### src/verilog/sbpc_defines.vh
// Constants for the stack, boot entry and password lock block
`ifndef SBPC_DEFINES_VH
`define SBPC_DEFINES_VH

// Stack geometry and pointer reset value
`define SBPC_STACK_DEPTH   16
`define SBPC_STACK_WIDTH   16
`define SBPC_PTR_WIDTH     4
`define SBPC_SP_RESET      4'hf

// Word address map
`define SBPC_APP_ORIGIN    16'h0000
`define SBPC_FLASH_LAST    16'h7fff
`define SBPC_ROM_BASE      16'h8000
`define SBPC_ROM_WORDS     16'h0800
`define SBPC_SRAM_WORDS    16'h0800
`define SBPC_VN_SRAM_BASE  16'ha000

// Utility ROM routine entry points
`define SBPC_LOADER_ENTRY  16'h8010
`define SBPC_DEBUG_ENTRY   16'h8020
`define SBPC_TEST_ENTRY    16'h8030

// Password area
`define SBPC_PW_FIRST      16'h0010
`define SBPC_PW_LAST       16'h001f
`define SBPC_PW_WORDS      16
`define SBPC_PW_IDX_LAST   4'hf
`define SBPC_WORD_ONES     16'hffff
`define SBPC_WORD_ZERO     16'h0000

// Dispatch routes chosen by ROM code
`define SBPC_ROUTE_APP     2'h0
`define SBPC_ROUTE_LOADER  2'h1
`define SBPC_ROUTE_DEBUG   2'h2
`define SBPC_ROUTE_TEST    2'h3

// Loader commands
`define SBPC_CMD_LOAD      3'h0
`define SBPC_CMD_DUMP      3'h1
`define SBPC_CMD_CRC       3'h2
`define SBPC_CMD_VERIFY    3'h3
`define SBPC_CMD_ERASE     3'h4

// Region codes
`define SBPC_REG_NONE      2'h0
`define SBPC_REG_FLASH     2'h1
`define SBPC_REG_ROM       2'h2
`define SBPC_REG_SRAM      2'h3

`endif

### src/verilog/sbpc_ctrl.v
// Stack, memory map, boot entry, password lock and loader entry control
`timescale 1ns/1ps
`include "sbpc_defines.vh"
module sbpc_ctrl #(
  parameter WIDTH = `SBPC_STACK_WIDTH,
  parameter DEPTH = `SBPC_STACK_DEPTH
) (
  input  wire             ref_clk_in,
  input  wire             reset_n_in,
  input  wire             por_n_in,
  input  wire             call_in,
  input  wire             int_vector_in,
  input  wire [15:0]      return_addr_in,
  input  wire             push_in,
  input  wire [15:0]      push_data_in,
  input  wire             subroutine_return_in,
  input  wire             interrupt_return_in,
  input  wire             pop_in,
  input  wire             pop_with_interrupt_in,
  output reg  [15:0]      return_target_out,
  output reg              return_valid_out,
  output reg  [15:0]      pop_data_out,
  output reg              pop_valid_out,
  output reg              int_reenable_out,
  output wire [3:0]       stack_level_pointer_out,
  input  wire             mem_req_in,
  input  wire             code_space_in,
  input  wire [15:0]      mem_addr_in,
  input  wire             von_neumann_in,
  output reg  [1:0]       region_out,
  output reg  [15:0]      region_offset_out,
  input  wire             rom_dispatch_in,
  input  wire [1:0]       rom_route_in,
  output reg  [15:0]      fetch_addr_out,
  output reg              fetch_load_out,
  output reg              dispatch_refused_out,
  input  wire             code_lock_set_in,
  input  wire             code_lock_clear_in,
  output reg              code_lock_flag_out,
  output reg              boot_program_enable_out,
  input  wire             flash_wr_in,
  input  wire [15:0]      flash_wr_addr_in,
  input  wire [15:0]      flash_wr_data_in,
  input  wire             mass_erase_in,
  input  wire             pw_restart_in,
  input  wire             pw_word_valid_in,
  input  wire [15:0]      pw_word_in,
  output reg              pw_unlocked_out,
  output wire             pw_required_out,
  input  wire             isp_req_in,
  input  wire             iap_req_in,
  input  wire             debug_req_in,
  output wire             isp_grant_out,
  output wire             iap_grant_out,
  output wire             debug_grant_out,
  input  wire             jtag_sysprog_in,
  input  wire             loader_cmd_valid_in,
  input  wire [2:0]       loader_cmd_in,
  input  wire             loader_exit_in,
  output reg              loader_cmd_accept_out,
  output reg              loader_cmd_reject_out,
  output reg  [2:0]       loader_cmd_out,
  output reg              flash_mass_erase_out,
  output reg              sys_reset_req_out
);

  ////////////////////////////////////////////////////////////////////////////
  // Stack

  wire             stk_push;
  wire             stk_pop;
  wire [WIDTH-1:0] stk_push_data;
  wire [WIDTH-1:0] stk_pop_data;
  wire             stk_pop_valid;
  reg              pop_was_return;
  reg              pop_was_interrupt_return;
  reg              pop_was_pop_with_interrupt;

  // Return address for call and vectoring, explicit value for push
  assign stk_push      = call_in | int_vector_in | push_in;
  assign stk_pop       = subroutine_return_in | interrupt_return_in | pop_in | pop_with_interrupt_in;
  assign stk_push_data = push_in ? push_data_in : return_addr_in;

  sbpc_stack #(
    .DEPTH (DEPTH),
    .WIDTH (WIDTH),
    .PTR_W (`SBPC_PTR_WIDTH)
  ) u_stack (
    .ref_clk_in    (ref_clk_in),
    .reset_n_in    (reset_n_in),
    .push_in       (stk_push),
    .push_data_in  (stk_push_data),
    .pop_in        (stk_pop),
    .pop_data_out  (stk_pop_data),
    .pop_valid_out (stk_pop_valid),
    .level_ptr_out (stack_level_pointer_out)
  );

  always @(posedge ref_clk_in)
  begin
    if (!reset_n_in)
    begin
      pop_was_return    <= 1'b0;
      pop_was_interrupt_return      <= 1'b0;
      pop_was_pop_with_interrupt      <= 1'b0;
      return_target_out <= `SBPC_APP_ORIGIN;
      return_valid_out  <= 1'b0;
      pop_data_out      <= `SBPC_WORD_ZERO;
      pop_valid_out     <= 1'b0;
      int_reenable_out  <= 1'b0;
    end
    else
    begin
      pop_was_return   <= subroutine_return_in | interrupt_return_in;
      pop_was_interrupt_return     <= interrupt_return_in;
      pop_was_pop_with_interrupt     <= pop_with_interrupt_in;
      return_valid_out <= stk_pop_valid & pop_was_return;
      pop_valid_out    <= stk_pop_valid & ~pop_was_return;
      int_reenable_out <= stk_pop_valid & (pop_was_interrupt_return | pop_was_pop_with_interrupt);
      if (stk_pop_valid && pop_was_return)
        return_target_out <= stk_pop_data;
      if (stk_pop_valid && !pop_was_return)
        pop_data_out <= stk_pop_data;
    end
  end

  ////////////////////////////////////////////////////////////////////////////
  // Memory map decode

  function in_range;
    input [15:0] addr;
    input [15:0] base;
    input [15:0] words;
    begin
      in_range = (addr >= base) && ({1'b0, addr} < ({1'b0, base} + {1'b0, words}));
    end
  endfunction

  reg [1:0]  next_region;
  reg [15:0] next_offset;

  always @*
  begin
    next_region = `SBPC_REG_NONE;
    next_offset = `SBPC_WORD_ZERO;
    if (von_neumann_in || code_space_in)
    begin
      // Program space and the contiguous map place flash and ROM alike
      if (mem_addr_in <= `SBPC_FLASH_LAST)
      begin
        next_region = `SBPC_REG_FLASH;
        next_offset = mem_addr_in;
      end
      else if (in_range(mem_addr_in, `SBPC_ROM_BASE, `SBPC_ROM_WORDS))
      begin
        next_region = `SBPC_REG_ROM;
        next_offset = mem_addr_in - `SBPC_ROM_BASE;
      end
      else if (von_neumann_in && in_range(mem_addr_in, `SBPC_VN_SRAM_BASE, `SBPC_SRAM_WORDS))
      begin
        next_region = `SBPC_REG_SRAM;
        next_offset = mem_addr_in - `SBPC_VN_SRAM_BASE;
      end
    end
    else if (in_range(mem_addr_in, `SBPC_APP_ORIGIN, `SBPC_SRAM_WORDS))
    begin
      next_region = `SBPC_REG_SRAM;
      next_offset = mem_addr_in;
    end
  end

  always @(posedge ref_clk_in)
  begin
    region_out        <= (reset_n_in && mem_req_in) ? next_region : `SBPC_REG_NONE;
    region_offset_out <= (reset_n_in && mem_req_in) ? next_offset : `SBPC_WORD_ZERO;
  end

  ////////////////////////////////////////////////////////////////////////////
  // Password area copy and lock

  reg  [15:0] pw_area [0:`SBPC_PW_WORDS-1];
  wire [`SBPC_PW_WORDS-1:0] word_ones;
  wire [`SBPC_PW_WORDS-1:0] word_zero;
  wire        pw_write;
  wire        area_blank;
  wire        access_ok;
  reg  [3:0]  pw_idx;
  reg         pw_mismatch;
  wire        erase_cmd;

  assign pw_write = flash_wr_in && (flash_wr_addr_in >= `SBPC_PW_FIRST)
                    && (flash_wr_addr_in <= `SBPC_PW_LAST);

  genvar gi;
  generate
    for (gi = 0; gi < `SBPC_PW_WORDS; gi = gi + 1)
    begin : g_pw
      assign word_ones[gi] = (pw_area[gi] == `SBPC_WORD_ONES);
      assign word_zero[gi] = (pw_area[gi] == `SBPC_WORD_ZERO);
      always @(posedge ref_clk_in)
      begin
        // Erased area reads all ones; erase wins over a word write
        if (!por_n_in || mass_erase_in || erase_cmd)
          pw_area[gi] <= `SBPC_WORD_ONES;
        else if (pw_write && (flash_wr_addr_in[3:0] == gi[3:0]))
          pw_area[gi] <= flash_wr_data_in;
      end
    end
  endgenerate

  assign area_blank      = (&word_ones) | (&word_zero);
  assign pw_required_out = code_lock_flag_out & ~area_blank;
  assign access_ok       = ~pw_required_out | pw_unlocked_out;
  assign isp_grant_out   = isp_req_in & access_ok;
  assign iap_grant_out   = iap_req_in & access_ok;
  assign debug_grant_out = debug_req_in & access_ok;

  // Lock survives general reset; power-on or a lock set forces it back on
  always @(posedge ref_clk_in)
  begin
    if (!por_n_in)
      code_lock_flag_out <= 1'b1;
    else if (code_lock_set_in)
      code_lock_flag_out <= 1'b1;
    else if (code_lock_clear_in)
      code_lock_flag_out <= 1'b0;
  end

  // Sixteen words compared in address order
  always @(posedge ref_clk_in)
  begin
    if (!reset_n_in || pw_restart_in)
    begin
      pw_idx          <= 4'h0;
      pw_mismatch     <= 1'b0;
      pw_unlocked_out <= 1'b0;
    end
    else if (pw_word_valid_in)
    begin
      pw_idx <= pw_idx + 4'h1;
      if (pw_idx == `SBPC_PW_IDX_LAST)
      begin
        pw_unlocked_out <= ~pw_mismatch & (pw_word_in == pw_area[pw_idx]);
        pw_mismatch     <= 1'b0;
      end
      else if (pw_word_in != pw_area[pw_idx])
        pw_mismatch <= 1'b1;
    end
  end

  ////////////////////////////////////////////////////////////////////////////
  // Boot program enable and reset entry

  // Captured while reset is held so the host request outlives the reset
  always @(posedge ref_clk_in)
  begin
    if (!reset_n_in && jtag_sysprog_in)
      boot_program_enable_out <= 1'b1;
    else if (!por_n_in)
      boot_program_enable_out <= 1'b0;
    else if (reset_n_in && loader_exit_in)
      boot_program_enable_out <= 1'b0;
  end

  // Loader route needs the host request, debug route needs open access
  wire dispatch_block;
  assign dispatch_block = ((rom_route_in == `SBPC_ROUTE_LOADER) && !boot_program_enable_out)
                          || ((rom_route_in == `SBPC_ROUTE_DEBUG) && !access_ok);

  always @(posedge ref_clk_in)
  begin
    if (!reset_n_in)
    begin
      fetch_addr_out       <= `SBPC_ROM_BASE;
      fetch_load_out       <= 1'b1;
      dispatch_refused_out <= 1'b0;
      sys_reset_req_out    <= 1'b0;
    end
    else
    begin
      fetch_load_out       <= 1'b0;
      dispatch_refused_out <= 1'b0;
      sys_reset_req_out    <= loader_exit_in;
      // A refused route leaves the last fetch address standing
      if (rom_dispatch_in && dispatch_block)
        dispatch_refused_out <= 1'b1;
      else if (rom_dispatch_in)
      begin
        fetch_load_out <= 1'b1;
        case (rom_route_in)
          `SBPC_ROUTE_APP:    fetch_addr_out <= `SBPC_APP_ORIGIN;
          `SBPC_ROUTE_LOADER: fetch_addr_out <= `SBPC_LOADER_ENTRY;
          `SBPC_ROUTE_DEBUG:  fetch_addr_out <= `SBPC_DEBUG_ENTRY;
          default:            fetch_addr_out <= `SBPC_TEST_ENTRY;
        endcase
      end
    end
  end

  ////////////////////////////////////////////////////////////////////////////
  // Loader commands

  wire cmd_known;
  assign cmd_known = (loader_cmd_in == `SBPC_CMD_LOAD) || (loader_cmd_in == `SBPC_CMD_DUMP)
                     || (loader_cmd_in == `SBPC_CMD_CRC) || (loader_cmd_in == `SBPC_CMD_VERIFY)
                     || (loader_cmd_in == `SBPC_CMD_ERASE);

  // Erase needs no password: it wipes the password together with the code
  assign erase_cmd = loader_cmd_valid_in && reset_n_in && boot_program_enable_out
                     && (loader_cmd_in == `SBPC_CMD_ERASE);

  always @(posedge ref_clk_in)
  begin
    if (!reset_n_in)
    begin
      loader_cmd_accept_out <= 1'b0;
      loader_cmd_reject_out <= 1'b0;
      loader_cmd_out        <= `SBPC_CMD_LOAD;
      flash_mass_erase_out  <= 1'b0;
    end
    else
    begin
      loader_cmd_accept_out <= 1'b0;
      loader_cmd_reject_out <= 1'b0;
      flash_mass_erase_out  <= erase_cmd;
      if (loader_cmd_valid_in)
      begin
        loader_cmd_out <= loader_cmd_in;
        if (boot_program_enable_out && cmd_known && (erase_cmd || access_ok))
          loader_cmd_accept_out <= 1'b1;
        else
          loader_cmd_reject_out <= 1'b1;
      end
    end
  end

endmodule

### src/verilog/sbpc_stack.v
// Hardware return-address stack with wrapping level pointer
`timescale 1ns/1ps
`include "sbpc_defines.vh"
module sbpc_stack #(
  parameter DEPTH = `SBPC_STACK_DEPTH,
  parameter WIDTH = `SBPC_STACK_WIDTH,
  parameter PTR_W = `SBPC_PTR_WIDTH
) (
  input  wire             ref_clk_in,
  input  wire             reset_n_in,
  input  wire             push_in,
  input  wire [WIDTH-1:0] push_data_in,
  input  wire             pop_in,
  output reg  [WIDTH-1:0] pop_data_out,
  output reg              pop_valid_out,
  output reg  [PTR_W-1:0] level_ptr_out
);

  reg [WIDTH-1:0] entry [0:DEPTH-1];
  wire [PTR_W-1:0] ptr_up;
  wire [PTR_W-1:0] ptr_down;

  // Natural wrap of the narrow pointer, no error raised
  assign ptr_up   = level_ptr_out + {{(PTR_W-1){1'b0}}, 1'b1};
  assign ptr_down = level_ptr_out - {{(PTR_W-1){1'b0}}, 1'b1};

  always @(posedge ref_clk_in)
  begin
    if (!reset_n_in)
    begin
      level_ptr_out <= `SBPC_SP_RESET;
      pop_valid_out <= 1'b0;
      pop_data_out  <= {WIDTH{1'b0}};
    end
    else
    begin
      pop_valid_out <= pop_in;
      if (push_in && pop_in)
      begin
        // Both at once: top entry is returned and replaced, level unchanged
        pop_data_out               <= entry[level_ptr_out];
        entry[level_ptr_out]       <= push_data_in;
      end
      else if (push_in)
      begin
        level_ptr_out <= ptr_up;
        entry[ptr_up] <= push_data_in;
      end
      else if (pop_in)
      begin
        pop_data_out  <= entry[level_ptr_out];
        level_ptr_out <= ptr_down;
      end
    end
  end

endmodule
### config.mk
export PLATFORM = sky130hd
export DESIGN_NAME = sbpc_ctrl
export DESIGN_NICKNAME = d
export VERILOG_FILES = /design/src/verilog/sbpc_ctrl.v /design/src/verilog/sbpc_stack.v
export VERILOG_INCLUDE_DIRS = /design/src /design/src/verilog
export SDC_FILE = /design/constraint.sdc
export NUM_CORES = 1
export LEC_CHECK = 0
export BUFFER_PORTS_ARGS = -buffer_cell sky130_fd_sc_hd__buf_2
export CORE_MARGIN = 2
export CORE_UTILIZATION = 31
export CTS_CLUSTER_DIAMETER = 80
export DETAILED_ROUTE_END_ITERATION = 12
export PLACE_DENSITY_LB_ADDON = 0.3
export SLEW_MARGIN = 5
export SYNTH_ARGS = -nofsm -noshare
export SYNTH_HDL_FRONTEND = slang
export SYNTH_SLANG_ARGS = --single-unit
### constraint.sdc
create_clock -name ref_clk_in -period 4.3 [get_ports ref_clk_in]
set_input_delay 0.43 -clock ref_clk_in [delete_from_list [all_inputs] [get_ports ref_clk_in]]
set_output_delay 0.43 -clock ref_clk_in [all_outputs]
set_load 0.01 [all_outputs]
Word-level counts from Yosys, hierarchy flattened
Memories as Yosys holds them, arrays and structs flattened. A register that Yosys moved wholly into a read port is not among the register bits.
Cells that the tools add are included.
{"block": "totals", "reg_bits": 110, "ramBits": 512, "input_bits": 127, "wordCells": 312, "memories": 2}
{"block": "op_classes", "addsub": 5, "order_cmp": 9, "eq_ne": 42, "muxes": 106, "n_bitwise": 39, "n_reduce_logical": 83}
{"name": "pw_area", "depth": 16, "word_bits": 16, "rd": 17, "rd_clocked_by_memory_dff": 1, "wr": 16, "line": "sbpc_ctrl.v:181", "text": "reg [15:0] pw_area [0:`SBPC_PW_WORDS-1];"}
{"name": "u_stack.entry", "depth": 16, "word_bits": 16, "rd": 1, "rd_clocked_by_memory_dff": 1, "wr": 1, "line": "sbpc_stack.v:19", "text": "reg [WIDTH-1:0] entry [0:DEPTH-1];"}
{"op": "two-way mux 16 bit", "count": 26}
{"op": "equality test 16 bit (second input constant)", "count": 16}
{"op": "logical NOT 16 bit", "count": 16}
{"op": "two-way mux 1 bit", "count": 67}
{"op": "one-hot mux 16 bit (3 select lines)", "count": 1}
{"op": "equality test 4 bit (second input constant)", "count": 9}
{"op": "logical AND 1 bit", "count": 36}
{"op": ">= comparator 16 bit (second input constant)", "count": 2}
{"op": "< comparator 16 bit (second input constant)", "count": 2}
{"op": "AND reduction 16 bit", "count": 2}
{"op": "subtractor 16 bit (second input constant)", "count": 2}
{"op": "two-way mux 4 bit", "count": 7}
{"op": "OR 1 bit", "count": 24}
{"op": "equality test 16 bit", "count": 1}
{"op": "equality test 4 x 3 -> 1 bit (second input constant)", "count": 4}
{"op": ">= comparator 16 x 1 -> 1 bit (second input constant)", "count": 1}
{"op": ">= comparator 16 x 5 -> 1 bit (second input constant)", "count": 1}
{"op": "less-or-equal comparator 16 x 15 -> 1 bit (second input constant)", "count": 1}
{"op": "less-or-equal comparator 16 x 5 -> 1 bit (second input constant)", "count": 1}
{"op": "< comparator 16 x 12 -> 1 bit (second input constant)", "count": 1}
{"op": "inequality test 16 bit", "count": 1}
{"op": "OR reduction 16 bit", "count": 1}
{"op": "AND reduction 2 bit", "count": 6}
{"op": "logical OR 1 bit", "count": 10}
{"op": "other kinds (20)", "count": 46}

Longest topological paths before layout
Gate-level depths: netlist of the first run.
{"block": "logic_depth", "ltp_word": 13, "depth_mapped": 11, "depth_no_buf": 8}

Hierarchy
From an unflattened synthesis of the first run, not the netlist that was laid out.
{"block": "hier_totals", "hier_cells": 1906, "area_unflattened_um2": 27453.8}
{"module": "sbpc_ctrl", "instances": 1, "cells_each": 1345, "area_each_um2": 16533.4}
{"module": "sbpc_stack", "instances": 1, "cells_each": 561, "area_each_um2": 10920.5}

Least setup slack after synthesis of the first run
OpenSTA, ideal clock, no wires.
{"block": "synth_path", "path_type": "input port to flip-flop", "from": "input port flash_wr_addr_in[12]", "to": "memory pw_area[0][0], enable pin", "arrival_time_ps": 2964, "setup_slack_ps": 925, "path_stages": 6, "path_cell_list": "or4_1 > nor3_2 > nand4_1 > or3_4 > clkbuf_1 > o21ai_0"}
{"item": "from (decl)", "line": "sbpc_ctrl.v:42", "text": "input wire [15:0] flash_wr_addr_in,"}
{"item": "to (decl)", "line": "sbpc_ctrl.v:181"}

==> key figures, run 1 <==
Timing
  – Setup TNS: 0 ns
  – Setup Skew: 0.0388 ns
  – Clock period minus worst slack: 4.02 ns
  – RSZ-0062 raised after global routing: false
  – Final setup viols: 0
  – Least-Margin Pin Slew: 1.08 ns
  – Fin. max-slew vios: 0
  – Final hold viol count: 0
  – Tcrit/Tclk final: 0.935
  – Slew margin rel.: 0.274
  – Post-route setup slack: 0.280 ns
  – F_max: 249 MHz

Worst setup path
  – CP peak stage delay: 0.80 ns
  – CP required: 3.87 ns
  – Crit Path Class: reg -> out
  – Slowest-stage cell, CP: nor4_1
  – R2R Path End: pw_unlocked_out$_SDFFE_PP0P_
  – CP arrival: 3.59 ns
  – Reg2reg setup slack: 1.00 ns
  – CP delay by family, top: simple AND/OR/NAND/NOR gates
  – Crit. End Element: output port
  – Ordered cell list for the critical path: nor4_1 -> nand4_1 -> nor4_1 -> and4_1 -> or3_1 -> and2_1 -> buf_2
  – Worst r2r path cells: 8
  – Most used cell, CP: nor4_1
  – Worst setup SP type: flop
  – Worst Path Buf+Inv: 1
  – Crit Path Max Fanout: 6

Detailed routing
  – Post-Route WL: 85.9 mm
  – Post-route ant nets: 0
  – Via Count: 18145
  – Drt pass-1 iters: 5
  – Vias/cell: 5.50
  – WL met3: 7.04 mm
  – Drt wl/cell: 26.0 um
  – WL met2: 39.8 mm
  – First DRT Iteration DRCs: 1921
  – DRC viols: 0
  – Top sig layer: met5
  – Post-route met1 wirelength: 35.6 mm

Synth
  – Post-synth ARST share: 0
  – Synthesized area: 0.0274 mm^2
  – Register area share after synthesis: 0.638
  – Top-count cell post-synth: edfxtp_1
  – Distinct cells, synth: 73
  – Post-synth EDFFs: 512
  – Top cells by count, synth: 512 x edfxtp_1, 259 x or3_1, 149 x nand2_1, 116 x mux4_2, 105 x dfxtp_1
  – Top cells by area, synth: edfxtp_1 56%, mux4_2 9.5%, dfxtp_1 7.7%, or3_1 5.9%, nand2_1 2.0%
  – Share of Yosys cell area claimed by the top area cell type: 0.561
  – Top_reg_cell synth: edfxtp_1
  – Area leader, netlist: edfxtp_1
  – Post-synthesis register bit count: 617
  – Average cell area after synthesis: 14.6 um^2
  – Synthesized instance count: 1877
  – Synth warnings: 0

Place
  – Final Wtd Congestion: 0.952
  – Dpl cells: 3150
  – PortBufs: 202
  – Post-DP Area: 0.0296 mm^2
  – Pre-CTS setup slack: 0.831 ns
  – Hpwl dp: 58.6 mm

Clocking
  – Maximum root-to-sink buffer count: 3
  – Post-cts sizing count: 0
  – Post-CTS Setup Repair Bufs: 0
  – Clk sinks: 617
  – CTS tree: built
  – CTS Buf Count: 71
  – Reg clk slew, reported paths: 0.06 ns
  – Post-CTS Hold Buffers: 18
  – Worst-Skew Late Latency: 0.65 ns
  – H-Tree Depth: 3
  – Clock root buffer: clkbuf_16

Final layout
  – Ratio of cells with drive above 1 in the final layout: 0.246
  – Final Non-Filler Cells: 3301
  – Fillcell total: 8379
  – Syn-to-layout area delta: 16.8%
  – Nets: 2210
  – Fin area: 0.0320 mm^2

Floorplanning
  – Placeable Area: 0.0880 mm^2
  – Die footprint: 0.0908 mm^2
  – Starting Density: 0.312
  – Row count: 109
  – DIE WIDTH: 301 um
  – Die height: 301 um
  – # IOs: 216

Power and ir drop
  – Worst vdd ir: 360 uV
  – Power per Cell Area: 425 mW/mm^2
  – Total power: 13.6 mW
  – P_leak: 9.92 nW

Global route
  – GRT Overall Usage: 0.187
  – Vias in the first global route: 17884
  – Largest net degree at the start of global routing: 69
  – Total global routing overflow: 0
  – Initial antenna violation count: 3
  – Global-route wire length before repair: 125 mm

Worst hold path
  – Worst Min Path Start: por_n_in
  – HP Class: in -> reg
  – Hold depth: 2
  – Hold EP: code_lock_flag_out$_SDFFE_PP1P_

Run status
  – Status: complete, no violations

Job
  – Maxcap violations: 0
area by class of cell:
cell class	instances	area [um^2]	share of cell area
Sequential cell	617	17500	0.546
Clock buffer	89	1880	0.0586
Multi-Input combinational cell	1103	9190	0.287
Tap cell	1165	1460	0.0455
Clock inverter	42	395	0.0123
Antenna cell	2	5.00	0.000156
Inverter	18	67.6	0.00211
Timing Repair Buffer	265	1540	0.0481
through the flow:
step | util | hold WS [ns]
final | 0.364 | 0.0314
after CTS | 0.364 | 0.00772
after global routing | 0.364 | 0.0185
after global placement | 0.336 | 0.444
after detailed placement | 0.336 | 0.448
after floorplan | - | 0.432
metal layers:
metal / vias to the layer above / GRT usage
li1: 7846 / -
met1: 9222 / 0.249
met2: 881 / 0.295
met3: 192 / 0.0452
met4: 4 / 0.0723
met5: - / 0
cells in the final DEF (no fill, tap or decap), types with 20 or more instances in the layout:
master / Yosys / final
edfxtp_1: 512 / 512
or3_1: 259 / 259
buf_2: 9 / 202
nand2_1: 149 / 147
mux4_2: 116 / 116
dfxtp_1: 105 / 100
nand4_1: 89 / 89
nor4_1: 87 / 87
clkbuf_16: 0 / 71
a21boi_0: 48 / 48
buf_4: 13 / 44
nor2_1: 47 / 31
mux2i_1: 31 / 31
mux2_2: 24 / 24
and2_1: 23 / 23
mux4_1: 20 / 20
worst max-delay path by stage:
stage | endpoint | start | slack, ns | cells past startpoint
detailed placement | u_stack.entry[3][11]$_DFFE_PP_ | interrupt_return_in | 0.83 | 9
floorplan | pw_area[0][0]$_SDFFCE_PN1P_ | flash_wr_addr_in[12] | 0.93 | 6
finish | iap_grant_out | pw_area[9][12]$_SDFFCE_PN1P_ | 0.28 | 7
global route | isp_grant_out | pw_area[11][7]$_SDFFCE_PN1P_ | 0.16 | 7
CTS | iap_grant_out | pw_area[11][7]$_SDFFCE_PN1P_ | 0.21 | 7
global placement | u_stack.entry[2][10]$_DFFE_PP_ | interrupt_return_in | 0.82 | 9
flip-flops by register name, indices dropped and copies added, names as in the netlist, 4 cells and up, named ones only:
name	count
pw_area	256
u_stack.level_ptr_out	4
u_stack.pop_data_out	16
region_offset_out	16
pw_idx	4
u_stack.entry	256
return_target_out	16
pop_data_out	16
kinds of logic (layout without fill, tap and decap cells):
| group | count (synthesis) | in the layout | share of synthesized area |
|---|---|---|---|
| xor gates and xnor gates | 22 | 22 | 0.00703 |
| DFF | 617 | 617 | 0.638 |
| AOI/OAI and AO/OA | 141 | 141 | 0.0362 |
| other | 1 | 15 | 0.000137 |
| adders and majority gates | 7 | 7 | 0.00319 |
| muxes | 192 | 192 | 0.136 |
| buffers and inverters | 169 | 414 | 0.0310 |
| and+or+nand+nor | 728 | 728 | 0.149 |
power breakdown:
part,switching (mW),internal (mW)
Combinational,0.577,0.382
Clock,2.56,3.34
Sequential,0.145,6.62
Total,3.28,10.3
Power figures use the tool's default switching activity.
==> run 2, diff against run 1 <==
--- a/config.mk
+++ b/config.mk
@@ -9,9 +9,11 @@
 export BUFFER_PORTS_ARGS = -buffer_cell sky130_fd_sc_hd__buf_2
 export CORE_MARGIN = 2
 export CORE_UTILIZATION = 31
+export CTS_BUF_LIST = sky130_fd_sc_hd__clkbuf_8
 export CTS_CLUSTER_DIAMETER = 80
 export DETAILED_ROUTE_END_ITERATION = 12
-export PLACE_DENSITY_LB_ADDON = 0.3
+export PLACE_DENSITY_LB_ADDON = 0.1
+export RECOVER_POWER = 50
 export SLEW_MARGIN = 5
 export SYNTH_ARGS = -nofsm -noshare
 export SYNTH_HDL_FRONTEND = slang
==> key figures, run 2 (synthesized netlist as in run 1, its figures left out) <==
Final layout
  – Final Non-Filler Cells: 3400
  – Syn-to-layout area delta: 16.4%
  – Most common cell after layout, fill and taps aside: edfxtp_1
  – Commonest cells after routing, fill and taps aside: 512 x edfxtp_1, 259 x or3_1, 147 x nand2_1, 126 x buf_2, 116 x mux4_2
  – Ratio of cells with drive above 1 in the final layout: 0.207
  – Largest regs: pw_area x256, u_stack.entry x256
  – Nets: 2275

Power and ir drop
  – NetSw: 3.26 mW
  – Power per Cell Area: 403 mW/mm^2
  – Worst vdd ir: 244 uV
  – P_leak: 9.80 nW
  – Net Sw Frac: 0.253
  – Cell Int Power: 9.61 mW
  – Clock network fraction of design power: 0.395
  – Seq pwr share: 0.526
  – Gate power share: 0.079

Detailed routing
  – Via Count: 18018
  – Post-route ant nets: 0
  – DRC viols: 0
  – Vias/cell: 5.30
  – Post-Route WL: 91.1 mm
  – Drt pass-1 iters: 5
  – First DRT Iteration DRCs: 1338
  – Drt wl/cell: 26.8 um

Worst setup path
  – CP arrival: 3.51 ns
  – Crit Path Max Fanout: 6
  – Crit Path Class: reg -> out
  – Crit. End Element: output port
  – Worst setup SP type: flop
  – CP required: 3.87 ns

Timing
  – Post-route setup slack: 0.359 ns
  – Hold_ws: 0.0799 ns
  – Least-Margin Pin Slew: 1.62 ns
  – Setup TNS: 0 ns
  – RSZ-0062 raised after global routing: false
  – Clock period minus worst slack: 3.94 ns
  – Tcrit/Tclk final: 0.917
  – Fin. max-slew vios: 46
  – Final hold viol count: 0
  – F_max: 254 MHz
  – Slew margin rel.: -0.0813
  – Setup Skew: 0.0227 ns
  – Final setup viols: 0

Global route
  – Largest net degree at the start of global routing: 69
  – Initial antenna violation count: 1
  – Global-route wire length before repair: 132 mm
  – Total global routing overflow: 0
  – GRT Overall Usage: 0.200
  – Vias in the first global route: 18362

Place
  – Hpwl dp: 61.7 mm
  – Dpl cells: 3155
  – PortBufs: 202
  – Pre-CTS setup slack: 0.647 ns
  – Final Wtd Congestion: 0.919

Clocking
  – H-Tree Depth: 3
  – Post-CTS Hold Buffers: 41
  – Maximum root-to-sink buffer count: 3
  – CTS tree: built
  – Clk sinks: 617
  – Clock root buffer: clkbuf_8
  – CTS Buf Count: 108
  – Post-CTS Setup Repair Bufs: 0
  – Post-cts sizing count: 0
  – Worst-Skew Late Latency: 0.75 ns
  – Reg clk slew, reported paths: 0.06 ns

Floorplanning
  – Starting Density: 0.312
  – Die footprint: 0.0908 mm^2
  – Row count: 109
  – Die height: 301 um
  – DIE WIDTH: 301 um
  – Placeable Area: 0.0880 mm^2
  – # IOs: 216

Run status
  – Status: finished with violations
  – Failing checks: max-capacitance violations, max-slew violations

Worst hold path
  – HP Class: in -> reg

Job
  – Maxcap violations: 1
## run 2: cell types whose count changed in the layout (fill, tap and decap cells not counted), sizes merged, moves of 2 or more
cell | before | now
clkinv | 31 | 39
clkbuf | 89 | 200
diode | 2 | 4
dlygate4sd3 | 18 | 41
buf | 247 | 164
inv | 24 | 61
## run 2: final cells by class
class / count / area [um^2]
Multi-Input combinational cell: 1103 / 9180
Fill cell: 8490 / 56000
Tap cell: 1165 / 1460
Timing Repair Buffer: 293 / 1710
Inverter: 18 / 67.6
Sequential cell: 617 / 17500
Antenna cell: 4 / 10.0
Clock inverter: 88 / 469
Clock buffer: 112 / 1540
## run 2: power by group through the flow
stage | combinational, mW | sequential, mW | clock (mW)
3_5_place_dp | 1.03 | 6.89 | 0
4_1_cts | 1.06 | 6.77 | 5.24
2_1_floorplan | 0.587 | 6.82 | 0
3_3_place_gp | 1.02 | 6.89 | 0
5_1_grt | 1.09 | 6.79 | 5.48
6_report | 1.01 | 6.77 | 5.09
## run 2: critical path, cell delays in order, from the launching register on
cell	delay, ns
edfxtp_1	0.42
nand4_1	0.17
nor4_1	0.43
nand4_1	0.41
o41ai_1	0.69
or3_1	0.34
and2_1	0.17
buf_2	0.12
## run 2: worst paths after layout
| check | from | slack, ns | end | depth (start not counted) |
|---|---|---|---|---|
| hold reg to reg | fetch_addr_out[4]$_SDFFE_PN0P_ | 0.46 | fetch_addr_out[4]$_SDFFE_PN0P_ | 2 |
| setup reg to reg | pw_area[1][8]$_SDFFCE_PN1P_ | 0.91 | loader_cmd_reject_out$_SDFF_PN0_ | 8 |
| setup / recovery | pw_area[1][8]$_SDFFCE_PN1P_ | 0.36 | isp_grant_out | 7 |
| hold / removal | pw_word_valid_in | 0.08 | pw_idx[1]$_SDFFE_PP0P_ | 3 |
## run 2: routing by layer
layer | track usage | up-vias | wire, um
met3 | 0.0336 | 187 | 4050
li1 | - | 7995 | -
met2 | 0.353 | 552 | 46900
met5 | 0 | - | 0
met4 | 0.0729 | 0 | 3330
met1 | 0.246 | 9284 | 36900
## run 2: metrics by stage
| stage | utilization | total power [mW] | cell area [um^2] |
|---|---|---|---|
| CTS | 0.364 | 13.1 | 32100 |
| finish | 0.363 | 12.9 | 31900 |
| global placement | 0.337 | 7.92 | 29600 |
| detailed placement | 0.337 | 7.92 | 29600 |
| global route | 0.363 | 13.4 | 31900 |
| floorplan | - | 7.40 | 27500 |
